## src/tw_pkg.sv

```systemverilog
// shared constants and types of the 8-bit timer waveform control block
// Behaviour
// all timer state is synchronous to the system clock, the timer tick only enables it
// nonzero channel A output mode takes the pin; pin drives only when direction is output
// non-PWM channel A: 00 off, 01 toggle, 10 clear, 11 set on match
// fast PWM A: 01 toggles only with mode high bit; 10/11 clear/set, inverse at BOTTOM
// phase PWM A: 10 clears up-match, sets down-match; 11 opposite; 01 as fast
// fast PWM: compare equal TOP with upper mode bit ignores match, acts at BOTTOM only
// phase PWM: compare equal TOP with upper mode bit ignores match, acts at TOP
// channel B: same pin takeover and non-PWM codes as channel A
// fast PWM B: 01 reserved; 10 clear on match set at BOTTOM; 11 reverse
// phase PWM B: 01 reserved; 10 clear up-match set down-match; 11 reverse
// control register A bits 3:2 cannot be written and read zero
// mode is high bit from control B plus two low bits of control A
// modes 0 and 2: TOP FF or compare A, immediate update, overflow at MAX
// modes 1 and 5: phase PWM, update at TOP, overflow at BOTTOM
// modes 3 and 7: fast PWM, update at BOTTOM, overflow at MAX or TOP
// software never selects modes 4 or 6
// compare A as TOP clears counter on A match; B match flag in all modes
// fast PWM BOTTOM action takes effect on the tick that wraps TOP to BOTTOM
// phase PWM counts up to TOP, holds it one tick, then counts down
// reset clears control register A: outputs disconnected, normal mode
package tw_pkg;
	localparam logic [7:0] TW_OFS_WAVE_CTRL_A = 8'h24;
	localparam logic [7:0] TW_OFS_TIMER_CTRL_B = 8'h28;
	localparam logic [7:0] TW_OFS_COUNTER = 8'h2c;
	localparam logic [7:0] TW_OFS_COMPARE_A = 8'h30;
	localparam logic [7:0] TW_OFS_COMPARE_B = 8'h34;
	localparam logic [7:0] TW_OFS_FLAGS = 8'h38;
	localparam logic [7:0] TW_OFS_PORT_DIR = 8'h3c;
	localparam int TW_BIT_COM_A = 6;
	localparam int TW_BIT_COM_B = 4;
	localparam int TW_BIT_MODE_HIGH = 3;
	localparam logic [7:0] TW_WAVE_CTRL_A_WMASK = 8'hf3;
	localparam logic [7:0] TW_RST_WAVE_CTRL_A = 8'h00;
	localparam logic TW_RST_MODE_HIGH = 1'b0;
	localparam logic [7:0] TW_RST_COUNTER = 8'h00;
	localparam logic [7:0] TW_RST_COMPARE = 8'h00;
	localparam logic [2:0] TW_RST_FLAGS = 3'h0;
	localparam logic [1:0] TW_RST_PORT_DIR = 2'h0;
	localparam logic [7:0] TW_MAX = 8'hff;
	localparam logic [7:0] TW_BOTTOM = 8'h00;
	localparam logic [1:0] TW_RESP_OKAY = 2'h0;
	localparam logic [1:0] TW_RESP_SLVERR = 2'h2;
	typedef enum logic [2:0] {
		TW_MODE_NORMAL = 3'b000,
		TW_MODE_PC_FF = 3'b001,
		TW_MODE_CLR_MATCH = 3'b010,
		TW_MODE_FAST_FF = 3'b011,
		TW_MODE_RSVD4 = 3'b100,
		TW_MODE_PC_CMP = 3'b101,
		TW_MODE_RSVD6 = 3'b110,
		TW_MODE_FAST_CMP = 3'b111
	} tw_mode_t;
	typedef enum logic [1:0] {
		TW_COM_OFF = 2'b00,
		TW_COM_TOGGLE = 2'b01,
		TW_COM_CLEAR = 2'b10,
		TW_COM_SET = 2'b11
	} tw_com_t;
	typedef struct packed {
		logic level;
		logic oe_n;
	} tw_pin_t;
	typedef struct packed {
		logic match_b;
		logic match_a;
		logic overflow;
	} tw_flags_t;
endpackage

```

## src/tw_timer8.sv

```systemverilog
// 8-bit timer with two compare channels, waveform control and an AXI4-Lite register slave
`timescale 1ns/1ps
`default_nettype none
module tw_timer8 #(
	parameter int ADDR_W = 8
) (
	input wire logic I_CLK_SYS,
	input wire logic I_RESET_N,
	input wire logic I_CLK_EN,
	input wire logic I_TIMER_TICK,
	input wire logic I_PORT_DATA_A,
	input wire logic I_PORT_DATA_B,
	input wire logic [ADDR_W-1:0] I_AWADDR,
	input wire logic I_AWVALID,
	output logic O_AWREADY,
	input wire logic [31:0] I_WDATA,
	input wire logic [3:0] I_WSTRB,
	input wire logic I_WVALID,
	output logic O_WREADY,
	output logic [1:0] O_BRESP,
	output logic O_BVALID,
	input wire logic I_BREADY,
	input wire logic [ADDR_W-1:0] I_ARADDR,
	input wire logic I_ARVALID,
	output logic O_ARREADY,
	output logic [31:0] O_RDATA,
	output logic [1:0] O_RRESP,
	output logic O_RVALID,
	input wire logic I_RREADY,
	output var tw_pkg::tw_pin_t O_PIN_A,
	output var tw_pkg::tw_pin_t O_PIN_B,
	output var tw_pkg::tw_flags_t O_FLAGS
);
	// the decoder compares the full address, so it must at least hold the offsets
	if (ADDR_W < 8 || ADDR_W > 32) begin : g_bad_addr_w
		$error("ADDR_W must lie between 8 and 32");
	end

	logic [7:0] ctrl_a_reg;
	logic mode_high_reg;
	logic [7:0] cnt_reg, cnt_next;
	logic dir_up_reg, dir_up_next;
	logic block_reg;
	logic [7:0] buf_a_reg, buf_b_reg, act_a_reg, act_b_reg;
	tw_pkg::tw_flags_t flags_reg, flags_next;
	logic [1:0] dir_reg;
	logic wave_a_reg, wave_a_next, wave_b_reg, wave_b_next;
	logic aw_hold_reg, w_hold_reg, bvalid_reg, rvalid_reg;
	logic [ADDR_W-1:0] awaddr_reg;
	logic [31:0] wdata_reg, rdata_reg;
	logic wstrb_reg;
	logic [1:0] bresp_reg, rresp_reg;

	// mode decode, TOP source and the effective compare values
	wire tw_pkg::tw_mode_t mode = tw_pkg::tw_mode_t'({mode_high_reg, ctrl_a_reg[1:0]});
	wire [1:0] com_a = ctrl_a_reg[tw_pkg::TW_BIT_COM_A +: 2];
	wire [1:0] com_b = ctrl_a_reg[tw_pkg::TW_BIT_COM_B +: 2];
	wire is_pc = (mode == tw_pkg::TW_MODE_PC_FF) || (mode == tw_pkg::TW_MODE_PC_CMP);
	wire is_fast = (mode == tw_pkg::TW_MODE_FAST_FF) || (mode == tw_pkg::TW_MODE_FAST_CMP);
	wire non_pwm = !is_pc && !is_fast;
	// reserved modes 4 and 6 fall back to plain counting so the logic stays defined
	wire top_is_cmp = (mode == tw_pkg::TW_MODE_CLR_MATCH) || (mode == tw_pkg::TW_MODE_PC_CMP) ||
		(mode == tw_pkg::TW_MODE_FAST_CMP);
	wire clear_on_top = (mode == tw_pkg::TW_MODE_CLR_MATCH) || is_fast;
	// non-PWM compares see software writes at once, PWM modes use the buffered copy
	wire [7:0] ocr_a = non_pwm ? buf_a_reg : act_a_reg;
	wire [7:0] ocr_b = non_pwm ? buf_b_reg : act_b_reg;
	wire [7:0] top = top_is_cmp ? ocr_a : tw_pkg::TW_MAX;

	// timer events, all but the non-PWM buffer update qualified by the tick acting as a clock enable
	wire tick = I_CLK_EN && I_TIMER_TICK;
	wire at_top = cnt_reg == top;
	wire at_bottom = cnt_reg == tw_pkg::TW_BOTTOM;
	wire match_a = tick && !block_reg && cnt_reg == ocr_a;
	wire match_b = tick && !block_reg && cnt_reg == ocr_b;
	wire wrap = tick && is_fast && at_top;
	wire pc_top = tick && is_pc && at_top && dir_up_reg;
	wire buf_update = non_pwm || pc_top || wrap;
	wire ovf_set = is_pc ? (tick && at_bottom && !dir_up_reg) :
		(mode == tw_pkg::TW_MODE_FAST_CMP) ? (tick && at_top) :
		(tick && cnt_reg == tw_pkg::TW_MAX);

	// register write decode
	wire wr_go = I_CLK_EN && aw_hold_reg && w_hold_reg && !bvalid_reg;
	wire wr_en = wr_go && wstrb_reg;
	wire [7:0] wbyte = wdata_reg[7:0];
	wire wr_ctrl_a = wr_en && awaddr_reg == ADDR_W'(tw_pkg::TW_OFS_WAVE_CTRL_A);
	wire wr_ctrl_b = wr_en && awaddr_reg == ADDR_W'(tw_pkg::TW_OFS_TIMER_CTRL_B);
	wire wr_cnt = wr_en && awaddr_reg == ADDR_W'(tw_pkg::TW_OFS_COUNTER);
	wire wr_cmp_a = wr_en && awaddr_reg == ADDR_W'(tw_pkg::TW_OFS_COMPARE_A);
	wire wr_cmp_b = wr_en && awaddr_reg == ADDR_W'(tw_pkg::TW_OFS_COMPARE_B);
	wire wr_flags = wr_en && awaddr_reg == ADDR_W'(tw_pkg::TW_OFS_FLAGS);
	wire wr_dir = wr_en && awaddr_reg == ADDR_W'(tw_pkg::TW_OFS_PORT_DIR);

	// compare output action for one channel in the current waveform mode
	function automatic logic f_wave_next(input logic cur, input logic [1:0] com, input logic hit,
		input logic bottom_hit, input logic top_hit, input logic ocr_top, input logic tog_ok,
		input logic fast, input logic pc, input logic up);
		logic nxt;
		nxt = cur;
		if (!fast && !pc) begin
			if (hit && com == tw_pkg::TW_COM_TOGGLE) begin
				nxt = !cur;
			end else if (hit && com[1]) begin
				nxt = com[0];
			end
		end else if (com == tw_pkg::TW_COM_TOGGLE) begin
			if (hit && tog_ok) begin
				nxt = !cur;
			end
		end else if (com[1] && fast) begin
			if (hit && !ocr_top) begin
				nxt = com[0];
			end
			if (bottom_hit) begin
				nxt = !com[0];
			end
		end else if (com[1]) begin
			if (hit && !ocr_top) begin
				nxt = up ? com[0] : !com[0];
			end
			if (top_hit && ocr_top) begin
				nxt = !com[0];
			end
		end
		return nxt;
	endfunction

	// channel A may toggle in PWM modes only with the high mode bit, channel B never
	assign wave_a_next = f_wave_next(wave_a_reg, com_a, match_a, wrap && !wr_cnt, tick && at_top && dir_up_reg,
		ocr_a == top, mode_high_reg, is_fast, is_pc, dir_up_reg);
	assign wave_b_next = f_wave_next(wave_b_reg, com_b, match_b, wrap && !wr_cnt, tick && at_top && dir_up_reg,
		ocr_b == top, 1'b0, is_fast, is_pc, dir_up_reg);

	// counter sequence; a top of zero in phase mode simply parks the counter
	always_comb begin
		cnt_next = cnt_reg;
		dir_up_next = dir_up_reg;
		if (wr_cnt) begin
			cnt_next = wbyte;
		end else if (tick && is_pc) begin
			if (dir_up_reg && at_top) begin
				cnt_next = (top == tw_pkg::TW_BOTTOM) ? tw_pkg::TW_BOTTOM : cnt_reg - 8'h01;
				dir_up_next = 1'b0;
			end else if (!dir_up_reg && at_bottom) begin
				cnt_next = (top == tw_pkg::TW_BOTTOM) ? tw_pkg::TW_BOTTOM : cnt_reg + 8'h01;
				dir_up_next = 1'b1;
			end else begin
				cnt_next = dir_up_reg ? cnt_reg + 8'h01 : cnt_reg - 8'h01;
			end
		end else if (tick) begin
			cnt_next = (clear_on_top && at_top) ? tw_pkg::TW_BOTTOM : cnt_reg + 8'h01;
			dir_up_next = 1'b1;
		end
	end

	// sticky flags: a hardware set in the same cycle as a write-one clear wins
	assign flags_next = (flags_reg & ~(wr_flags ? wbyte[2:0] : 3'h0)) | {match_b, match_a, ovf_set};

	// timer state, frozen while the clock enable is low
	always_ff @(posedge I_CLK_SYS or negedge I_RESET_N) begin
		if (!I_RESET_N) begin
			ctrl_a_reg <= tw_pkg::TW_RST_WAVE_CTRL_A;
			mode_high_reg <= tw_pkg::TW_RST_MODE_HIGH;
			cnt_reg <= tw_pkg::TW_RST_COUNTER;
			dir_up_reg <= 1'b1;
			block_reg <= 1'b0;
			buf_a_reg <= tw_pkg::TW_RST_COMPARE;
			buf_b_reg <= tw_pkg::TW_RST_COMPARE;
			act_a_reg <= tw_pkg::TW_RST_COMPARE;
			act_b_reg <= tw_pkg::TW_RST_COMPARE;
			flags_reg <= tw_pkg::TW_RST_FLAGS;
			dir_reg <= tw_pkg::TW_RST_PORT_DIR;
			wave_a_reg <= 1'b0;
			wave_b_reg <= 1'b0;
		end else if (I_CLK_EN) begin
			ctrl_a_reg <= wr_ctrl_a ? (wbyte & tw_pkg::TW_WAVE_CTRL_A_WMASK) : ctrl_a_reg;
			mode_high_reg <= wr_ctrl_b ? wbyte[tw_pkg::TW_BIT_MODE_HIGH] : mode_high_reg;
			cnt_reg <= cnt_next;
			dir_up_reg <= dir_up_next;
			block_reg <= wr_cnt || (block_reg && !tick);
			buf_a_reg <= wr_cmp_a ? wbyte : buf_a_reg;
			buf_b_reg <= wr_cmp_b ? wbyte : buf_b_reg;
			act_a_reg <= buf_update ? buf_a_reg : act_a_reg;
			act_b_reg <= buf_update ? buf_b_reg : act_b_reg;
			flags_reg <= flags_next;
			dir_reg <= wr_dir ? wbyte[1:0] : dir_reg;
			wave_a_reg <= wave_a_next;
			wave_b_reg <= wave_b_next;
		end
	end

	// pin takeover: a nonzero mode field replaces the ordinary port value
	// in PWM modes channel A code 01 without the high mode bit hands the pin back to the port
	wire pin_a_conn = (com_a != tw_pkg::TW_COM_OFF) &&
		!(!non_pwm && com_a == tw_pkg::TW_COM_TOGGLE && !mode_high_reg);
	assign O_PIN_A.level = pin_a_conn ? wave_a_reg : I_PORT_DATA_A;
	assign O_PIN_A.oe_n = !dir_reg[0];
	assign O_PIN_B.level = (com_b != tw_pkg::TW_COM_OFF) ? wave_b_reg : I_PORT_DATA_B;
	assign O_PIN_B.oe_n = !dir_reg[1];
	assign O_FLAGS = flags_reg;

	// bus handshakes; one write and one read in flight, all halted with the enable
	assign O_AWREADY = I_CLK_EN && !aw_hold_reg;
	assign O_WREADY = I_CLK_EN && !w_hold_reg;
	assign O_ARREADY = I_CLK_EN && !rvalid_reg;
	assign O_BVALID = bvalid_reg;
	assign O_BRESP = bresp_reg;
	assign O_RVALID = rvalid_reg;
	assign O_RDATA = rdata_reg;
	assign O_RRESP = rresp_reg;

	// address maps; misaligned or unknown words answer with a slave error
	wire w_mapped = wr_ctrl_a || wr_ctrl_b || wr_cnt || wr_cmp_a || wr_cmp_b || wr_flags || wr_dir ||
		(!wstrb_reg && (awaddr_reg == ADDR_W'(tw_pkg::TW_OFS_WAVE_CTRL_A) ||
		awaddr_reg == ADDR_W'(tw_pkg::TW_OFS_TIMER_CTRL_B) || awaddr_reg == ADDR_W'(tw_pkg::TW_OFS_COUNTER) ||
		awaddr_reg == ADDR_W'(tw_pkg::TW_OFS_COMPARE_A) || awaddr_reg == ADDR_W'(tw_pkg::TW_OFS_COMPARE_B) ||
		awaddr_reg == ADDR_W'(tw_pkg::TW_OFS_FLAGS) || awaddr_reg == ADDR_W'(tw_pkg::TW_OFS_PORT_DIR)));
	wire rd_ctrl_a = I_ARADDR == ADDR_W'(tw_pkg::TW_OFS_WAVE_CTRL_A);
	wire rd_ctrl_b = I_ARADDR == ADDR_W'(tw_pkg::TW_OFS_TIMER_CTRL_B);
	wire rd_cnt = I_ARADDR == ADDR_W'(tw_pkg::TW_OFS_COUNTER);
	wire rd_cmp_a = I_ARADDR == ADDR_W'(tw_pkg::TW_OFS_COMPARE_A);
	wire rd_cmp_b = I_ARADDR == ADDR_W'(tw_pkg::TW_OFS_COMPARE_B);
	wire rd_flags = I_ARADDR == ADDR_W'(tw_pkg::TW_OFS_FLAGS);
	wire rd_dir = I_ARADDR == ADDR_W'(tw_pkg::TW_OFS_PORT_DIR);
	wire rd_mapped = rd_ctrl_a || rd_ctrl_b || rd_cnt || rd_cmp_a || rd_cmp_b || rd_flags || rd_dir;
	// compare registers read back the software copy, not the active one
	wire [31:0] rd_word = ({32{rd_ctrl_a}} & {24'h0, ctrl_a_reg}) |
		({32{rd_ctrl_b}} & ({31'h0, mode_high_reg} << tw_pkg::TW_BIT_MODE_HIGH)) |
		({32{rd_cnt}} & {24'h0, cnt_reg}) | ({32{rd_cmp_a}} & {24'h0, buf_a_reg}) |
		({32{rd_cmp_b}} & {24'h0, buf_b_reg}) | ({32{rd_flags}} & {29'h0, flags_reg}) |
		({32{rd_dir}} & {30'h0, dir_reg});

	// write channel: address and data taken in either order, response after both
	always_ff @(posedge I_CLK_SYS or negedge I_RESET_N) begin
		if (!I_RESET_N) begin
			aw_hold_reg <= 1'b0;
			w_hold_reg <= 1'b0;
			awaddr_reg <= '0;
			wdata_reg <= 32'h0;
			wstrb_reg <= 1'b0;
			bvalid_reg <= 1'b0;
			bresp_reg <= tw_pkg::TW_RESP_OKAY;
		end else if (I_CLK_EN) begin
			if (I_AWVALID && !aw_hold_reg) begin
				aw_hold_reg <= 1'b1;
				awaddr_reg <= I_AWADDR;
			end else if (wr_go) begin
				aw_hold_reg <= 1'b0;
			end
			if (I_WVALID && !w_hold_reg) begin
				w_hold_reg <= 1'b1;
				wdata_reg <= I_WDATA;
				wstrb_reg <= I_WSTRB[0];
			end else if (wr_go) begin
				w_hold_reg <= 1'b0;
			end
			if (wr_go) begin
				bvalid_reg <= 1'b1;
				bresp_reg <= w_mapped ? tw_pkg::TW_RESP_OKAY : tw_pkg::TW_RESP_SLVERR;
			end else if (I_BREADY) begin
				bvalid_reg <= 1'b0;
			end
		end
	end

	// read channel: data registered on the same edge that takes the address
	always_ff @(posedge I_CLK_SYS or negedge I_RESET_N) begin
		if (!I_RESET_N) begin
			rvalid_reg <= 1'b0;
			rdata_reg <= 32'h0;
			rresp_reg <= tw_pkg::TW_RESP_OKAY;
		end else if (I_CLK_EN) begin
			if (I_ARVALID && !rvalid_reg) begin
				rvalid_reg <= 1'b1;
				rdata_reg <= rd_word;
				rresp_reg <= rd_mapped ? tw_pkg::TW_RESP_OKAY : tw_pkg::TW_RESP_SLVERR;
			end else if (I_RREADY) begin
				rvalid_reg <= 1'b0;
			end
		end
	end
endmodule
`default_nettype wire

```

## config.mk

```make
export PLATFORM = sky130hd
export DESIGN_NAME = tw_timer8
export DESIGN_NICKNAME = d
export VERILOG_FILES = /design/src/tw_pkg.sv /design/src/tw_timer8.sv
export SDC_FILE = /design/constraint.sdc
export NUM_CORES = 1
export LEC_CHECK = 0
export BUFFER_PORTS_ARGS = -buffer_cell sky130_fd_sc_hd__buf_2
export CORE_UTILIZATION = 53
export DETAILED_ROUTE_END_ITERATION = 12
export GPL_TIMING_DRIVEN = 0
export MAX_ROUTING_LAYER = met4
export PLACE_DENSITY_LB_ADDON = 0.25
export SLEW_MARGIN = 0
export SYNTH_ARGS = -nofsm -noshare
export SYNTH_HDL_FRONTEND = slang
export SYNTH_SLANG_ARGS = --single-unit
```

## constraint.sdc

```tcl
create_clock -name I_CLK_SYS -period 7.5 [get_ports I_CLK_SYS]
set_input_delay 1.5 -clock I_CLK_SYS [delete_from_list [all_inputs] [get_ports I_CLK_SYS]]
set_output_delay 1.5 -clock I_CLK_SYS [all_outputs]
set_load 0.1 [all_outputs]
```

==> PnR_summary.wiki <==
{| class="wikitable"
! Metric !! Value
|-
| Leading cell types by total area after synthesis || dfrtp_1, mux2_2, nand2_1
|-
| Final Hold Fails || 0
|-
| Share of Yosys cell area claimed by the top area cell type || 38.7%
|-
| Count of nets after finishing || 730
|-
| Dpl ws || 3.22 ns
|-
| Routing layer with the top usage in global route || met2
|-
| Register area || 2180 um^2
|-
| H-Tree Level Count || 3
|-
| Iteration-0 DRC Markers || 560
|-
| Setup TNS after final layout || 0 ns
|-
| Die Y-Extent || 104 um
|-
| Synth warnings || 0
|-
| Ant diodes || 0
|-
| Fraction of power consumed by combinational cells || 36.0%
|-
| Worst setup path category || in -> out
|-
| Critical path startpoint category || input pin
|-
| Number of antenna violations at the first check in global routing || 0
|-
| Maximum cell stage delay along the critical path || 0.45 ns
|-
| Number of pins with negative max-slew slack in the final report || 0
|-
| Fmax || 0.239 GHz
|-
| Area leader, netlist || dfrtp_1
|-
| # IOs || 111
|-
| Largest driver fanout on the critical path || 10
|-
| Setup repair after global routing missed its margin || no
|-
| Power per Cell Area || 250 nW/um^2
|-
| Final routed DRC violation total || 0
|-
| Least-Margin Pin Slew || 0.817 ns
|-
| Dominant delay contributor by cell family on the critical path || buffers and inverters
|-
| Final ANT Viol Nets || 0
|-
| Max clock buf depth || 2
|-
| Peak ir drop on the vdd network || 181 uV
|-
| Fin Hold WS || 0.495 ns
|-
| Internal || 0.870 mW
|-
| Half-perimeter wire length after detailed placement || 11.6 mm
|-
| Slowest-stage cell, CP || buf_2
|-
| Area of combinational cells with multiple inputs || 3080 um^2
|-
| Ratio of final minimum period to clock period || 55.8%
|-
| Cts hold-fix bufs || 0
|-
| Switching share of power || 45.0%
|-
| Setup repair bufs after CTS || 0
|-
| Count of input and output buffers || 54
|-
| Combined area of all synthesized cells || 5560 um^2
|-
| Clk slew on worst S/H paths || 0.10 ns
|-
| Die outline area || 10900 um^2
|-
| Total net switching power || 0.712 mW
|-
| Number of global-route vias before repair || 4567
|-
| Clock Latency Late Sink || 0.38 ns
|-
| Total Routed Length || 15.5 mm
|-
| Number of inserted filler cells in the final layout || 879
|-
| Data arrival time at the worst-slack endpoint || 2.68 ns
|-
| Instance count of the mapped netlist || 574
|-
| Worst hold path class || reg -> reg
|-
| Global-route wire length before repair || 24.4 mm
|-
| Total congestion overflow after global routing || 0
|-
| Clock period minus final worst setup slack || 4.18 ns
|-
| Number of clock buffers inserted by TritonCTS || 9
|-
| Fraction of synthesis flops using an asynchronous set or reset pin || 100%
|-
| CP required || 6.00 ns
|-
| Setup Skew || 0.0152 ns
|-
| Met3 Usage GRT || 4.51%
|-
| CTS tree || done
|-
| Type of destination of the critical path || output port
|-
| Routed len/inst || 19.2 um
|-
| Pre-antenna DRT Iters || 6
|-
| Worst setup slack after layout || 3.32 ns
|-
| Result of the run || complete, no violations
|-
| Unique masters post-synth || 70
|-
| Count of buffering cells on the critical path with inverters included || 3
|-
| Largest net degree at the start of global routing || 66
|-
| Overall power consumption || 1.58 mW
|-
| Sequential-to-total area share from yosys stat || 39.2%
|-
| Max-Slew Margin vs Limit || 45.4%
|-
| Fraction of final layout cells sized beyond drive strength 1 || 28.1%
|-
| Maxcap violations || 0
|-
| Number of storage elements in the synthesis netlist || 87
|-
| Reported leakage power || 2.80 nW
|-
| Number of gates given a new drive strength after cts || 0
|-
| Setup violators final || 0
|-
| Avg Synthesized Cell Area || 9.69 um^2
|-
| Met1 usage in global routing || 38.2%
|-
| CTS Root Buffer Type || clkbuf_8
|-
| Die Wd || 104 um
|-
| Most repeated library cell on the critical path || buf_2
|-
| Met2 layer usage reported by global route || 46.9%
|-
| Worst-path cell chain || buf_2, clkbuf_1, nor2b_1, buf_2
|-
| Layout Area Growth over Synthesis || 13.8%
|-
| Placer's final routability congestion estimate || 0.975
|-
| Detailed-route via count || 4816
|-
| Number of enable-type register cells in the synthesized netlist || 0
|-
| Core outline area || 10200 um^2
|-
| Sequential Power Share || 42.6%
|-
| Synth Flop Type || dfrtp_1
|-
| Part of the total power dissipated in the clock network || 21.3%
|-
| Starting Density || 54.4%
|-
| Total number of placement rows || 37
|-
| Vias/cell || 5.98
|-
| Number of sinks on the clock net || 87
|-
| All-Layer GR Usage || 30.1%
|}
==> placed cells by master, fill, tap and decap left out, types with 4 or more instances in the layout <==
cell type	n
o22ai_1	5
xor2_1	4
nor2_1	37
nand2b_1	8
nor3_1	7
or3_1	5
clkbuf_8	9
clkbuf_1	25
nand2_1	67
o21ai_0	35
a222oi_1	5
buf_2	57
nand4_1	8
nor2b_1	8
conb_1	26
o221ai_1	4
nand3_1	9
and2_1	8
a21oi_1	16
a31oi_1	9
mux2i_1	17
nor4_1	5
mux2_2	65
o32ai_1	8
inv_1	9
mux2i_2	4
xnor2_1	19
buf_4	28
dfrtp_1	86
==> cells in the mapped netlist (5+ instances only) <==
library cell and instances:
and2_1 8, mux2_2 65, a21oi_1 16, o32ai_1 8, nand2_1 67, o21ai_0 35, buf_4 27, a222oi_1 5
dfrtp_1 86, clkbuf_1 25, nor2b_1 8, mux2i_1 17, o22ai_1 5, or3_1 5, a31oi_1 9, nor2_1 37
nor3_1 7, inv_1 9, nand2b_1 8, nor4_1 5, nand4_1 8, nand3_1 9, xnor2_1 19
==> layout make-up <==
class	count	area share (%)
Multi-Input combinational cell	444	48.6
Sequential cell	87	34.4
Buffer	59	5.81
Timing Repair Buffer	55	4.74
Tap cell	136	2.69
Clock buffer	9	1.96
Clock inverter	7	1.23
Inverter	9	0.534
==> worst paths after layout <==
kind / from / endpoint / slack (ns) / cells past startpoint
worst min-delay path: O_RRESP[1]$_DFFE_PN0P_ / O_RRESP[1]$_DFFE_PN0P_ / 0.49 / 2
worst max register to register: cnt_reg[0]$_DFFE_PN0P_ / cnt_reg[4]$_DFFE_PN0P_ / 3.97 / 11
min in group asynchronous: I_RESET_N / cnt_reg[7]$_DFFE_PN0P_ / 1.01 / 1
max in group asynchronous: I_RESET_N / dir_reg[1]$_DFFE_PN0P_ / 5.85 / 2
worst min register to register: O_RRESP[1]$_DFFE_PN0P_ / O_RRESP[1]$_DFFE_PN0P_ / 0.49 / 2
worst max-delay path: I_CLK_EN / O_WREADY / 3.32 / 4
==> worst register-to-register path, cell delays in order (launching register included) <==
cell and delay (ns):
dfrtp_1 0.40, clkbuf_1 0.23, inv_1 0.22, ha_1 0.27
or3b_2 0.51, nor3_1 0.46, nand2_1 0.33, nor2_1 0.20
o22ai_2 0.19, nor4_1 0.21, a211oi_1 0.09, a31oi_1 0.31
==> metal layers <==
metal  share of wire, %  vias to the layer above
met1                 42                     2340
met2                 47                      199
li1                   -                     2229
met3                6.7                       48
met4                4.3                        0
met5                  0                        -
==> cells by family (layout without fill, tap and decap cells) <==
group | after synthesis | count (layout) | share of synthesized area, %
AOI/OAI and AO/OA | 121 | 121 | 14.9
xor gates and xnor gates | 23 | 23 | 3.62
adders and majority gates | 2 | 2 | 0.450
buffers and inverters | 68 | 139 | 7.22
DFF | 87 | 87 | 39.2
muxes | 87 | 87 | 17.6
other | 1 | 26 | 0.0674
and+or+nand+nor | 185 | 185 | 16.9
==> per-stage QoR <==
stage / instance area [um^2] / cells / util (%)
after CTS: 6330 / 806 / 61.9
after floorplan: 5660 / 599 / -
final: 6330 / 806 / 61.9
after global placement: 6100 / 789 / 59.6
after detailed placement: 6130 / 790 / 59.9
after global routing: 6330 / 806 / 61.9
==> power by group through the flow <==
| stage | sequential (mW) | combinational [mW] | clock (mW) |
|---|---|---|---|
| final | 0.674 | 0.570 | 0.337 |
| after global routing | 0.684 | 0.607 | 0.359 |
| after CTS | 0.670 | 0.567 | 0.340 |
| after detailed placement | 0.679 | 0.566 | 0 |
| after global placement | 0.673 | 0.552 | 0 |
| after floorplan | 0.708 | 0.383 | 0 |
No activity file was read; power rests on OpenSTA's default activity.
